`config.mk`:
```
export PLATFORM = sky130hd
export DESIGN_NAME = psrb_bank
export DESIGN_NICKNAME = d
export VERILOG_FILES = /design/src/core/psrb_pkg.sv /design/src/core/psrb_bank.sv
export SDC_FILE = /design/constraint.sdc
export NUM_CORES = 1
export LEC_CHECK = 0
export BUFFER_PORTS_ARGS = -buffer_cell sky130_fd_sc_hd__buf_4
export CAP_MARGIN = 0
export CORE_MARGIN = 10
export CORE_UTILIZATION = 44
export DETAILED_ROUTE_END_ITERATION = 8
export PLACE_DENSITY_LB_ADDON = 0.1
export SYNTH_ARGS = -nofsm -noshare
export SYNTH_HDL_FRONTEND = slang
export SYNTH_SLANG_ARGS = --single-unit
export TNS_END_PERCENT = 50
```
`constraint.sdc`:
```
create_clock -name clk -period 3.1 [get_ports clk]
set_input_delay 0.465 -clock clk [delete_from_list [all_inputs] [get_ports clk]]
set_output_delay 0.465 -clock clk [all_outputs]
set_load 0.05 [all_outputs]
```
`src/core/psrb_pkg.sv`:
```
// package of constants for the processor state register bank
package psrb_pkg;
    // ======================================================================
    // register selectors
    typedef enum logic [2:0] {
        PSRB_SEL_FPSTATE,
        PSRB_SEL_CYCLE,
        PSRB_SEL_TRAPSTATE,
        PSRB_SEL_IDENT,
        PSRB_SEL_PERFCTL
    } psrb_sel_t;

    // ======================================================================
    // fp state fields
    localparam int FP_CEXC_LSB  = 0;
    localparam int FP_CEXC_W    = 5;
    localparam int FP_AEXC_LSB  = 5;
    localparam int FP_FTT_LSB   = 14;
    localparam int FP_FTT_W     = 3;
    localparam int FP_REV_LSB   = 17;
    localparam int FP_REV_W     = 3;
    localparam int FP_FLUSH_BIT = 22;
    localparam int FP_TEM_LSB   = 23;
    localparam int FP_NXM_BIT   = 23;
    localparam logic [2:0] FP_FTT_NONE     = 3'h0;
    localparam logic [2:0] FP_FTT_IEEE     = 3'h1;
    localparam logic [2:0] FP_FTT_UNFIN    = 3'h2;
    localparam logic [2:0] FP_FTT_UNIMP    = 3'h3;
    localparam logic [4:0] FP_INEXACT_MASK = 5'h01;
    localparam logic [63:0] FP_RESET = 64'h0000_0000_0000_0000;

    // ======================================================================
    // cycle counter and trap state
    localparam int CYC_W          = 63;
    localparam int TS_CWP_LSB     = 0;
    localparam int TS_CWP_STORE_W = 3;
    localparam int TS_CWP_W       = 5;

    // ======================================================================
    // identification fields
    localparam int ID_MAKER_LSB = 48;
    localparam int ID_IMPL_LSB  = 32;
    localparam int ID_REV_LSB   = 24;
    localparam int ID_MAXTL_LSB = 8;
    localparam int ID_MAXWIN_LSB = 0;

    // ======================================================================
    // perf control fields
    localparam int PC_LOCK_BIT    = 0;
    localparam int PC_EVENT_SELECT_WRITE_INHIBIT_BIT    = 3;
    localparam int PC_SL_LSB      = 4;
    localparam int PC_SU_LSB      = 11;
    localparam int PC_EV_W        = 6;
    localparam int PC_SC_LSB      = 18;
    localparam int PC_NC_LSB      = 22;
    localparam int PC_OVERFLOW_WRITE_INHIBIT_BIT    = 26;
    localparam int PC_OVF_LSB     = 32;
    localparam int PC_OVF_W       = 8;
    localparam int PC_PAIRS       = 4;
    localparam logic [2:0] PC_NC_VALUE = 3'h3;
endpackage

```
`src/core/psrb_bank.sv`:
```
// processor state register bank accessed by the instruction pipeline
// Function
// - flush mode one zeroes denormals, signals inexact, maskable by inexact trap enable.
// - flush mode zero gives plain ieee behaviour, nothing flushed.
// - fpu revision field is a read-only implementation code.
// - current exception bits report last fp operate, absent ones cleared.
// - fp state loads set current exceptions from data, highest priority.
// - fp operate with no trap type takes fpu supplied exceptions.
// - fp operate with ieee trap sets exactly the one indicated bit.
// - unfinished, unimplemented or other cases leave current exceptions unchanged.
// - trap enable, current and accrued exception fields held in hardware.
// - cycle counter portion is 63 bits wide.
// - cycle counter read returns value at execute, not commit.
// - only window pointer bits 2:0 stored; bits 4:3 ignore writes, read zero.
// - identification revision field in bits 31:24, increasing with releases.
// - maker field bits 63:48 holds 8-bit maker code, upper byte zero.
// - user mode with lock set makes perf control read and write privileged faults.
// - user mode, lock clear: reads pass, writes fault only when setting lock.
// - overflow flags at 39:32, eight pair flags, rest zero, write zero clears.
// - overflow write inhibit is write-only, protects flags for that write.
// - counter pair count reads constant 3, meaning four pairs.
// - pair select chooses written pair and the exposed pair; reads return it.
// - event select inhibit is write-only; set keeps selections, reads show them.
// - user access lock at bit 0 gates user access to perf control.
// - software may set overflow flags; such sets raise no overflow interrupt.
`timescale 1ns/1ps
module psrb_bank #(
    parameter int          PAIRS      = 4,
    parameter logic [2:0]  FPU_REV    = 3'h0,   // arbitrary value
    parameter logic [7:0]  MAKER_CODE = 8'h5a,  // arbitrary value
    parameter logic [15:0] IMPL_CODE  = 16'h0042, // arbitrary value
    parameter logic [7:0]  CHIP_REV   = 8'h01,  // arbitrary value
    parameter logic [7:0]  MAX_TL     = 8'h05,
    parameter logic [4:0]  MAX_WIN    = 5'h07
) (
    input  wire logic        clk,
    input  wire logic        rst,
    input  wire logic        supervisor_mode_bit,
    input  wire logic        rd_en,
    input  wire logic [2:0]  rd_sel,
    output logic [63:0]      rd_data,
    output logic             rd_priv_fault,
    input  wire logic        wr_en,
    input  wire logic [2:0]  wr_sel,
    input  wire logic [63:0] wr_data,
    output logic             wr_priv_fault,
    input  wire logic        fp_load_commit,
    input  wire logic        fp_op_commit,
    input  wire logic [2:0]  fp_op_trap_type,
    input  wire logic [4:0]  fp_op_cexc,
    input  wire logic [2:0]  fp_op_trap_bit,
    input  wire logic [PAIRS*2-1:0] ovf_event,
    output logic             flush_denormal_mode,
    output logic             fp_inexact_trap_en,
    output logic [2:0]       counter_pair_select,
    output logic [5:0]       upper_event_select,
    output logic [5:0]       lower_event_select
);
    // ======================================================================
    // parameter check
    initial begin
        if (PAIRS != psrb_pkg::PC_PAIRS) begin
            $error("psrb_bank: only four counter pairs are supported");
        end
    end

    // ======================================================================
    // state
    logic [63:0] fp_state;
    logic [psrb_pkg::CYC_W-1:0] cycle_count;
    logic        cycle_npt;
    logic [psrb_pkg::TS_CWP_STORE_W-1:0] ts_cwp;
    logic [63:psrb_pkg::TS_CWP_W] ts_upper;
    logic        user_access_lock;
    logic [7:0]  overflow_flags;
    logic [2:0]  pair_sel;
    logic [5:0]  su_sel [PAIRS];
    logic [5:0]  sl_sel [PAIRS];

    // ======================================================================
    // access decode
    wire user_mode  = !supervisor_mode_bit;
    wire rd_perf    = rd_en && (rd_sel == 3'(psrb_pkg::PSRB_SEL_PERFCTL));
    wire wr_perf    = wr_en && (wr_sel == 3'(psrb_pkg::PSRB_SEL_PERFCTL));
    wire rd_fault   = rd_perf && user_mode && user_access_lock;
    wire wr_fault   = wr_perf && user_mode && (user_access_lock || wr_data[psrb_pkg::PC_LOCK_BIT]);
    wire wr_perf_ok = wr_perf && !wr_fault;
    wire wr_fp      = wr_en && (wr_sel == 3'(psrb_pkg::PSRB_SEL_FPSTATE));
    wire wr_cyc     = wr_en && (wr_sel == 3'(psrb_pkg::PSRB_SEL_CYCLE));
    wire wr_ts      = wr_en && (wr_sel == 3'(psrb_pkg::PSRB_SEL_TRAPSTATE));
    wire [2:0] wr_pair = wr_data[psrb_pkg::PC_SC_LSB +: 3];
    wire ev_update  = wr_perf_ok && !wr_data[psrb_pkg::PC_EVENT_SELECT_WRITE_INHIBIT_BIT];
    wire ovf_write  = wr_perf_ok && !wr_data[psrb_pkg::PC_OVERFLOW_WRITE_INHIBIT_BIT];

    // ======================================================================
    // current exception update, in priority order
    logic [4:0] next_cexc;
    logic [4:0] one_hot_trap;
    always_comb begin
        one_hot_trap = 5'h00;
        one_hot_trap[fp_op_trap_bit] = 1'b1;
        next_cexc = fp_state[psrb_pkg::FP_CEXC_LSB +: psrb_pkg::FP_CEXC_W];
        if (fp_load_commit && wr_fp) begin
            next_cexc = wr_data[psrb_pkg::FP_CEXC_LSB +: psrb_pkg::FP_CEXC_W];
        end else if (fp_op_commit && fp_op_trap_type == psrb_pkg::FP_FTT_NONE) begin
            next_cexc = fp_op_cexc;
        end else if (fp_op_commit && fp_op_trap_type == psrb_pkg::FP_FTT_IEEE) begin
            next_cexc = one_hot_trap;
        end
        // unfinished, unimplemented and idle leave it as is
    end

    // accrued bits gather untrapped exceptions, trap type recorded per operate
    wire fp_op_clean = fp_op_commit && fp_op_trap_type == psrb_pkg::FP_FTT_NONE && !(fp_load_commit && wr_fp);
    logic [63:0] next_fp;
    always_comb begin
        next_fp = fp_state;
        if (wr_fp) begin
            next_fp = wr_data;
        end else if (fp_op_commit) begin
            next_fp[psrb_pkg::FP_FTT_LSB +: psrb_pkg::FP_FTT_W] = fp_op_trap_type;
        end
        if (fp_op_clean) begin
            next_fp[psrb_pkg::FP_AEXC_LSB +: psrb_pkg::FP_CEXC_W] =
                fp_state[psrb_pkg::FP_AEXC_LSB +: psrb_pkg::FP_CEXC_W] | fp_op_cexc;
        end
        next_fp[psrb_pkg::FP_CEXC_LSB +: psrb_pkg::FP_CEXC_W] = next_cexc;
        next_fp[psrb_pkg::FP_REV_LSB +: psrb_pkg::FP_REV_W] = FPU_REV;
    end

    always_ff @(posedge clk) begin
        if (rst) begin
            fp_state <= psrb_pkg::FP_RESET;
        end else begin
            fp_state <= next_fp;
        end
    end

    // mode outputs drive the fpu datapath; flush replaces denormals and raises masked inexact
    assign flush_denormal_mode = fp_state[psrb_pkg::FP_FLUSH_BIT];
    assign fp_inexact_trap_en  = fp_state[psrb_pkg::FP_NXM_BIT];

    // ======================================================================
    // cycle counter and trap state
    always_ff @(posedge clk) begin
        if (rst) begin
            cycle_count <= '0;
            cycle_npt   <= 1'b0;
        end else if (wr_cyc) begin
            cycle_count <= wr_data[psrb_pkg::CYC_W-1:0];
            cycle_npt   <= wr_data[63];
        end else begin
            cycle_count <= cycle_count + 1'b1;
        end
    end

    always_ff @(posedge clk) begin
        if (rst) begin
            ts_cwp   <= '0;
            ts_upper <= '0;
        end else if (wr_ts) begin
            ts_cwp   <= wr_data[psrb_pkg::TS_CWP_STORE_W-1:0];
            ts_upper <= wr_data[63:psrb_pkg::TS_CWP_W];
        end
    end

    // ======================================================================
    // perf control state
    always_ff @(posedge clk) begin
        if (rst) begin
            user_access_lock <= 1'b0;
            pair_sel         <= 3'h0;
        end else if (wr_perf_ok) begin
            user_access_lock <= wr_data[psrb_pkg::PC_LOCK_BIT];
            pair_sel         <= wr_pair;
        end
    end

    // hardware overflow wins over a software clear in the same cycle
    always_ff @(posedge clk) begin
        if (rst) begin
            overflow_flags <= 8'h00;
        end else if (ovf_write) begin
            overflow_flags <= wr_data[psrb_pkg::PC_OVF_LSB +: psrb_pkg::PC_OVF_W] | ovf_event;
        end else begin
            overflow_flags <= overflow_flags | ovf_event;
        end
    end

    genvar gp;
    generate
        for (gp = 0; gp < PAIRS; gp++) begin : g_pair
            always_ff @(posedge clk) begin
                if (rst) begin
                    su_sel[gp] <= 6'h00;
                    sl_sel[gp] <= 6'h00;
                end else if (ev_update && wr_pair == 3'(gp)) begin
                    su_sel[gp] <= wr_data[psrb_pkg::PC_SU_LSB +: psrb_pkg::PC_EV_W];
                    sl_sel[gp] <= wr_data[psrb_pkg::PC_SL_LSB +: psrb_pkg::PC_EV_W];
                end
            end
        end
    endgenerate

    // out-of-range selects show zero selections
    wire       sel_ok   = pair_sel < 3'(PAIRS);
    wire [1:0] sel_idx  = pair_sel[1:0];
    wire [5:0] cur_su   = sel_ok ? su_sel[sel_idx] : 6'h00;
    wire [5:0] cur_sl   = sel_ok ? sl_sel[sel_idx] : 6'h00;
    assign counter_pair_select = pair_sel;
    assign upper_event_select  = cur_su;
    assign lower_event_select  = cur_sl;

    // ======================================================================
    // read views
    wire [63:0] perf_view = {16'h0000, 8'h00, overflow_flags, 5'h00, 1'b0, 1'b0,
                             psrb_pkg::PC_NC_VALUE, 1'b0, pair_sel, 1'b0, cur_su,
                             1'b0, cur_sl, 1'b0, 2'b00, user_access_lock};
    wire [63:0] ident_view = {8'h00, MAKER_CODE, IMPL_CODE, CHIP_REV, 8'h00,
                              MAX_TL, 3'b000, MAX_WIN};
    wire [63:0] ts_view    = {ts_upper, 2'b00, ts_cwp};
    wire [63:0] cyc_view   = {cycle_npt, cycle_count};

    logic [63:0] next_rd;
    always_comb begin
        next_rd = 64'h0000_0000_0000_0000;
        if (rd_sel == 3'(psrb_pkg::PSRB_SEL_FPSTATE)) begin
            next_rd = fp_state;
        end else if (rd_sel == 3'(psrb_pkg::PSRB_SEL_CYCLE)) begin
            next_rd = cyc_view;
        end else if (rd_sel == 3'(psrb_pkg::PSRB_SEL_TRAPSTATE)) begin
            next_rd = ts_view;
        end else if (rd_sel == 3'(psrb_pkg::PSRB_SEL_IDENT)) begin
            next_rd = ident_view;
        end else if (rd_sel == 3'(psrb_pkg::PSRB_SEL_PERFCTL) && !rd_fault) begin
            next_rd = perf_view;
        end
    end

    // read data latched at execute, so the counter value is the execute-time one
    always_ff @(posedge clk) begin
        if (rst) begin
            rd_data <= 64'h0000_0000_0000_0000;
        end else if (rd_en) begin
            rd_data <= next_rd;
        end
    end

    assign rd_priv_fault = rd_fault;
    assign wr_priv_fault = wr_fault;
endmodule

```
==> reports/metrics.cfg, run 1 <==
[clocking]
htreeDepth=2
cts.path.max_buffers=3
cts.sinks=313
cts.clk_slew.worst_paths_ps=60
cts_tree=done
hold_buffers=0
post_cts_buffers=0
clk_latency_ps=520
post_cts_resized=0
cts_buffers=35
root_buffer=clkbuf_16

[drt]
vias=13000
vias_per_cell=5.65
first_iter_violations=1028
wire_per_inst_um=20.6
route.detailed.drc=0
final_antenna_net_count=0
first_pass_iters=5
routed_wl_um=47400

[timing]
finalSetupTns_ps=0
fmax_ghz=0.381
slew_violations=0
tightest_slew_ps=859
slew_headroom=0.426
final_hold_viol_count=0
finalCritPeriodShare=0.846
setup_viol=0
rsz0062_at_grt=no
holdWs_ps=193
period_needed_ps=2620
finClkSkew_ps=16.6
timing.final.ws_setup_ps=478

[final_layout]
post-route-cell-area_um2=17500
num_antenna_cells=0
register_area_um2=6750
final_cell_count_no_fill=2304
multi_input_area_um2=7200
nets=1933
syn2layout_area_growth_pct=20.5
utilization=0.537
drive_gt1_frac=0.167
n_fill_cell=3078

[synth]
synth-edff-count=48
yosysMostFrequentCell=nand2_1
synth_ff_type=dfxtp_1
async_flop_share=0
synthesis.instances=1716
ys_top_cells_by_area=dfxtp_1 37%, edfxtp_1 10%, nand2_1 7.6%
ys_types=59
synth-seq-cells=313
synth_top_area_cell=dfxtp_1
synth.avg_cell_area_um2=8.44
synth_nets=1813
ys_seq_area_frac=0.466
ys_top_cells_by_count=293 x nand2_1, 265 x dfxtp_1, 215 x a21oi_1, 119 x clkbuf_1, 114 x nor2_1
syn_area_um2=14500
ys_warn_count=0
synth_top_area_frac=0.366

[flow_run]
cap_violations=0

[placed_design]
place_area_um2=16300
dp_slack_ps=555
gp_congestion=0.833
dp.cells=2241
place.port_buffers=178
hpwlAfterDp_um=32700

[die]
die_area_um2=40600
coreArea_um2=32500
num_io_pins=179
start_util=0.445
fp.dieH_um=201
die_w_um=201
rows=66

[setup_path]
rr_endpoint=cycle_count[62]
ff2ff_setup_slack_ps=510
crit_type=reg2out
reg2reg_from=cycle_count[11]
cp.required_ps=2630
cp_max_fo=12
cp-start-kind=flop
end_kind=output pin
r2r_cells=5
arrival_ps=2160

[global_routing]
antenna_found_initial=1
grt_usage=0.224
grt_pass1_wl_um=73900
grt_pass1_vias=12500
grt_max_degree=123
gr-total-overflow=0

[power]
power_density_nw_per_um2=550
vdd_drop_max_v=0.000324
power_mw=9.60
leakagePower_nw=6.32

[min_path]
hold_end=overflow_flags[3]
min_path_cells=3
hp-class=in2reg
hp-start=ovf_event[3]

[status]
outcome=complete, no violations

## state kept, by name, indices dropped and copies added (netlist names), named ones only
register             cells
cycle_npt                1
ts_cwp                   3
rd_data                 64
overflow_flags           8
ts_upper                59
sl_sel                  24
user_access_lock         1
counter_pair_select      3
cycle_count             63
fp_state                61
su_sel                  24
## cells by family after synthesis
| family | Yosys count | synth area share |
|---|---|---|
| AO/OA/AOI/OAI | 438 | 0.173 |
| buffers and inverters | 159 | 0.0422 |
| AND/OR/NAND/NOR | 692 | 0.232 |
| multiplexers | 76 | 0.0631 |
| flip-flops | 313 | 0.466 |
| adder cells (fa/ha/maj) | 1 | 0.000864 |
| XOR/XNOR | 37 | 0.0224 |
## worst max path at each step
stage,startpoint,end,slack (ps),cells after the start
final,flop,lower_event_select[0],480,3
after global routing,cycle_count[6],cycle_count[52],320,5
after CTS,flop,lower_event_select[0],450,3
after detailed placement,cycle_count[11],cycle_count[62],560,5
after global placement,cycle_count[11],cycle_count[62],610,5
after floorplan,wr_sel[2],sl_sel[2][0],170,4
## placed cells by master, fill, tap and decap left out, types with 20 or more instances in the layout
cell type  instances
a211oi_1          55
a21oi_1          215
a22oi_1           23
and2_1            54
buf_4            218
clkbuf_16         37
dfxtp_1          265
edfxtp_1          48
inv_1             20
mux2i_1           61
nand2_1          293
nand3_1           35
nand4_1           24
nor2_1           114
nor2b_1           54
nor3_1            33
o21ai_0          102
xnor2_1           20
## report_power, final
group	switching (mW)	internal [mW]	total, mW
clock network	1.71	2.57	4.28
logic	0.617	0.329	0.945
registers	0.108	4.26	4.37
total	2.43	7.16	9.60
## per-layer routing
metal / vias up / wire (um) / GRT usage
li1: 6281 / - / -
met1: 6248 / 22600 / 0.322
met2: 421 / 20700 / 0.340
met3: 65 / 3100 / 0.0403
met4: 0 / 1010 / 0.0572
met5: - / 0 / 0
## worst max-delay path, stage by stage, from the launching register on
cell and delay (ps):
dfxtp_1 710, mux4_2 310, nor2b_1 330, buf_4 270
## area by class of cell
cell class | instances | share of cell area
clock buffer | 52 | 0.0591
sequential | 313 | 0.386
tap | 442 | 0.0317
inverter | 20 | 0.00430
multi-input combinational | 1244 | 0.412
timing repair buffer | 222 | 0.0978
clock inverter | 11 | 0.00831
(Power assumes the default switching activity.)
==> inputs of run 2 (changes only) <==
==> constraint.sdc (replaced) <==
create_clock -name clk -period 2.3 [get_ports clk]
set_input_delay 0.345 -clock clk [delete_from_list [all_inputs] [get_ports clk]]
set_output_delay 0.345 -clock clk [all_outputs]
set_load 0.05 [all_outputs]
==> run 2 against run 1 <==
Net effect: final cell count is 2.3% higher; critical path depth is 1 higher; setup slack worse by 430 ps; register-to-register slack worse by 430 ps; utilization is 1.8 points higher; sequential power is 34% higher; highest routed layer is now met5; cell area is 3.4% higher; first-iteration DRC count is 10% lower; clock power is 28% higher.
==> reports/metrics.cfg, run 2 (synthesis gave the netlist of run 1 again) <==
[clocking]
cts.sinks=313  ; unchanged
clk_latency_ps=510  ; about the same
htreeDepth=2  ; unchanged
cts.path.max_buffers=3  ; unchanged
cts_tree=done
cts_buffers=36  ; +2.9%
post_cts_buffers=0  ; unchanged
cts.clk_slew.worst_paths_ps=60  ; about the same
root_buffer=clkbuf_16

[setup_path]
slowest_stage=mux4_2
arrival_ps=1910  ; -250 ps
cp-start-kind=flop
cp_max_fo=12  ; unchanged
crit_buf_inv=2  ; +1
crit_chain=buf_12 > mux4_2 > nor2b_1 > buf_6
crit_type=reg2out
critical-path-max-stage-delay_ps=550  ; -160 ps
cp.required_ps=1960  ; -670 ps
cp_top_family=multiplexers
end_kind=output pin

[min_path]
hp-class=in2reg

[final_layout]
final_cell_mix=293 x nand2_1, 264 x dfxtp_1, 251 x buf_4
syn2layout_area_growth_pct=24.6
largestRegisters=rd_data: 64 flops, cycle_count: 63 flops, fp_state: 61 flops
num_antenna_cells=0  ; unchanged
final_common_cell=nand2_1
largest_register=rd_data
multi_input_area_um2=7270  ; +0.96%
utilization=0.555  ; +0.0181
nets=1989  ; +2.9%
largest_reg_flops=64  ; unchanged
n_fill_cell=3093  ; +0.49%
drive_gt1_frac=0.197  ; +0.0303
register_area_um2=6750  ; about the same

[drt]
route.detailed.drc=0  ; unchanged
routed_wl_um=47800  ; +0.92%
final_antenna_net_count=0  ; unchanged
vias=13200  ; +1.2%
vias_per_cell=5.58  ; -1.2%
first_pass_iters=5  ; unchanged
first_iter_violations=925  ; -10%
wire_per_inst_um=20.3  ; -1.4%

[timing]
slew_headroom=0.426  ; +0.000464
tightest_slew_ps=860  ; +1.90 ps
slew_violations=0  ; unchanged
setup_viol=0  ; unchanged
fmax_ghz=0.444
timing.final.ws_setup_ps=46.6  ; -432 ps
rsz0062_at_grt=yes
final_hold_viol_count=0  ; unchanged
finalSetupTns_ps=0  ; unchanged
finalCritPeriodShare=0.980
period_needed_ps=2250
finClkSkew_ps=9.55  ; -7.08 ps
holdWs_ps=70.4  ; -122 ps

[die]
coreArea_um2=32500  ; unchanged
start_util=0.445  ; unchanged
num_io_pins=179  ; unchanged
die_area_um2=40600  ; unchanged
rows=66  ; unchanged
fp.dieH_um=201  ; unchanged
die_w_um=201  ; unchanged

[global_routing]
grt_usage=0.228  ; +0.00400
gr-total-overflow=0  ; unchanged
grt_max_degree=103  ; -16%
grt_pass1_wl_um=75300  ; +1.9%
grt_pass1_vias=12800  ; +2.1%
antenna_found_initial=2  ; +1

[power]
leakagePower_nw=6.66  ; +5.3%
vdd_drop_max_v=0.000505  ; +56%
power_density_nw_per_um2=705  ; +28%
power_mw=12.7  ; +33%

[status]
outcome=complete, no violations

[placed_design]
gp_congestion=0.861  ; +3.4%
dp_slack_ps=22.9  ; -532 ps
hpwlAfterDp_um=33200  ; +1.5%
place.port_buffers=178  ; unchanged

[flow_run]
cap_violations=0  ; unchanged

[run 2: cell types whose count changed in the layout (fill, tap and decap cells not counted), sizes merged]
cell	change
clkinv	+5
inv	-3
buf	+55
clkinvlp	+2
bufinv	-2
clkbuf	-3
[run 2: area by class of cell]
class / count / share of cell area
Inverter: 20 / 0.00416
Clock buffer: 49 / 0.0566
Multi-Input combinational cell: 1244 / 0.403
Clock inverter: 13 / 0.00513
Timing Repair Buffer: 277 / 0.127
Sequential cell: 313 / 0.374
Tap cell: 442 / 0.0306
[run 2: final timing paths]
kind	start	endpoint	slack, ps	cells after the start
max	flop	upper_event_select[3]	50	4
min	ovf_event[0]	overflow_flags[0]	70	3
max reg2reg	cycle_count[41]	cycle_count[55]	80	5
min reg2reg	fp_state[43]	fp_state[43]	450	2
[run 2: routing by layer]
layer / global-route usage / share of wire
met3: 0.0398 / 0.062
met1: 0.331 / 0.48
met2: 0.345 / 0.44
met5: 0 / 0.00038
met4: 0.0515 / 0.020
[run 2: what timing repair did]
item / in CTS / in global routing
pin swaps: 0 / 1
setup endpoints to repair: 11 / 19
resized for setup: 12 / 11
hold buffers: 0 / 0
[run 2: per-stage QoR]
step	cell area [um^2]	instances
5_1_grt	18000	2358
6_report	18000	2358
4_1_cts	18000	2358
2_1_floorplan	14500	1716
3_3_place_gp	16800	2296
3_5_place_dp	16800	2296
[run 2: power breakdown]
| part | switching, mW | internal (mW) |
|---|---|---|
| combinational | 0.882 | 0.513 |
| sequential | 0.116 | 5.75 |
| clock | 2.26 | 3.21 |
[run 2: worst register-to-register path, stage by stage (launching register included)]
cell,delay [ps]
dfxtp_1,400
nand4_2,160
or4_4,540
or4_1,470
or4_1,420
a31oi_1,160
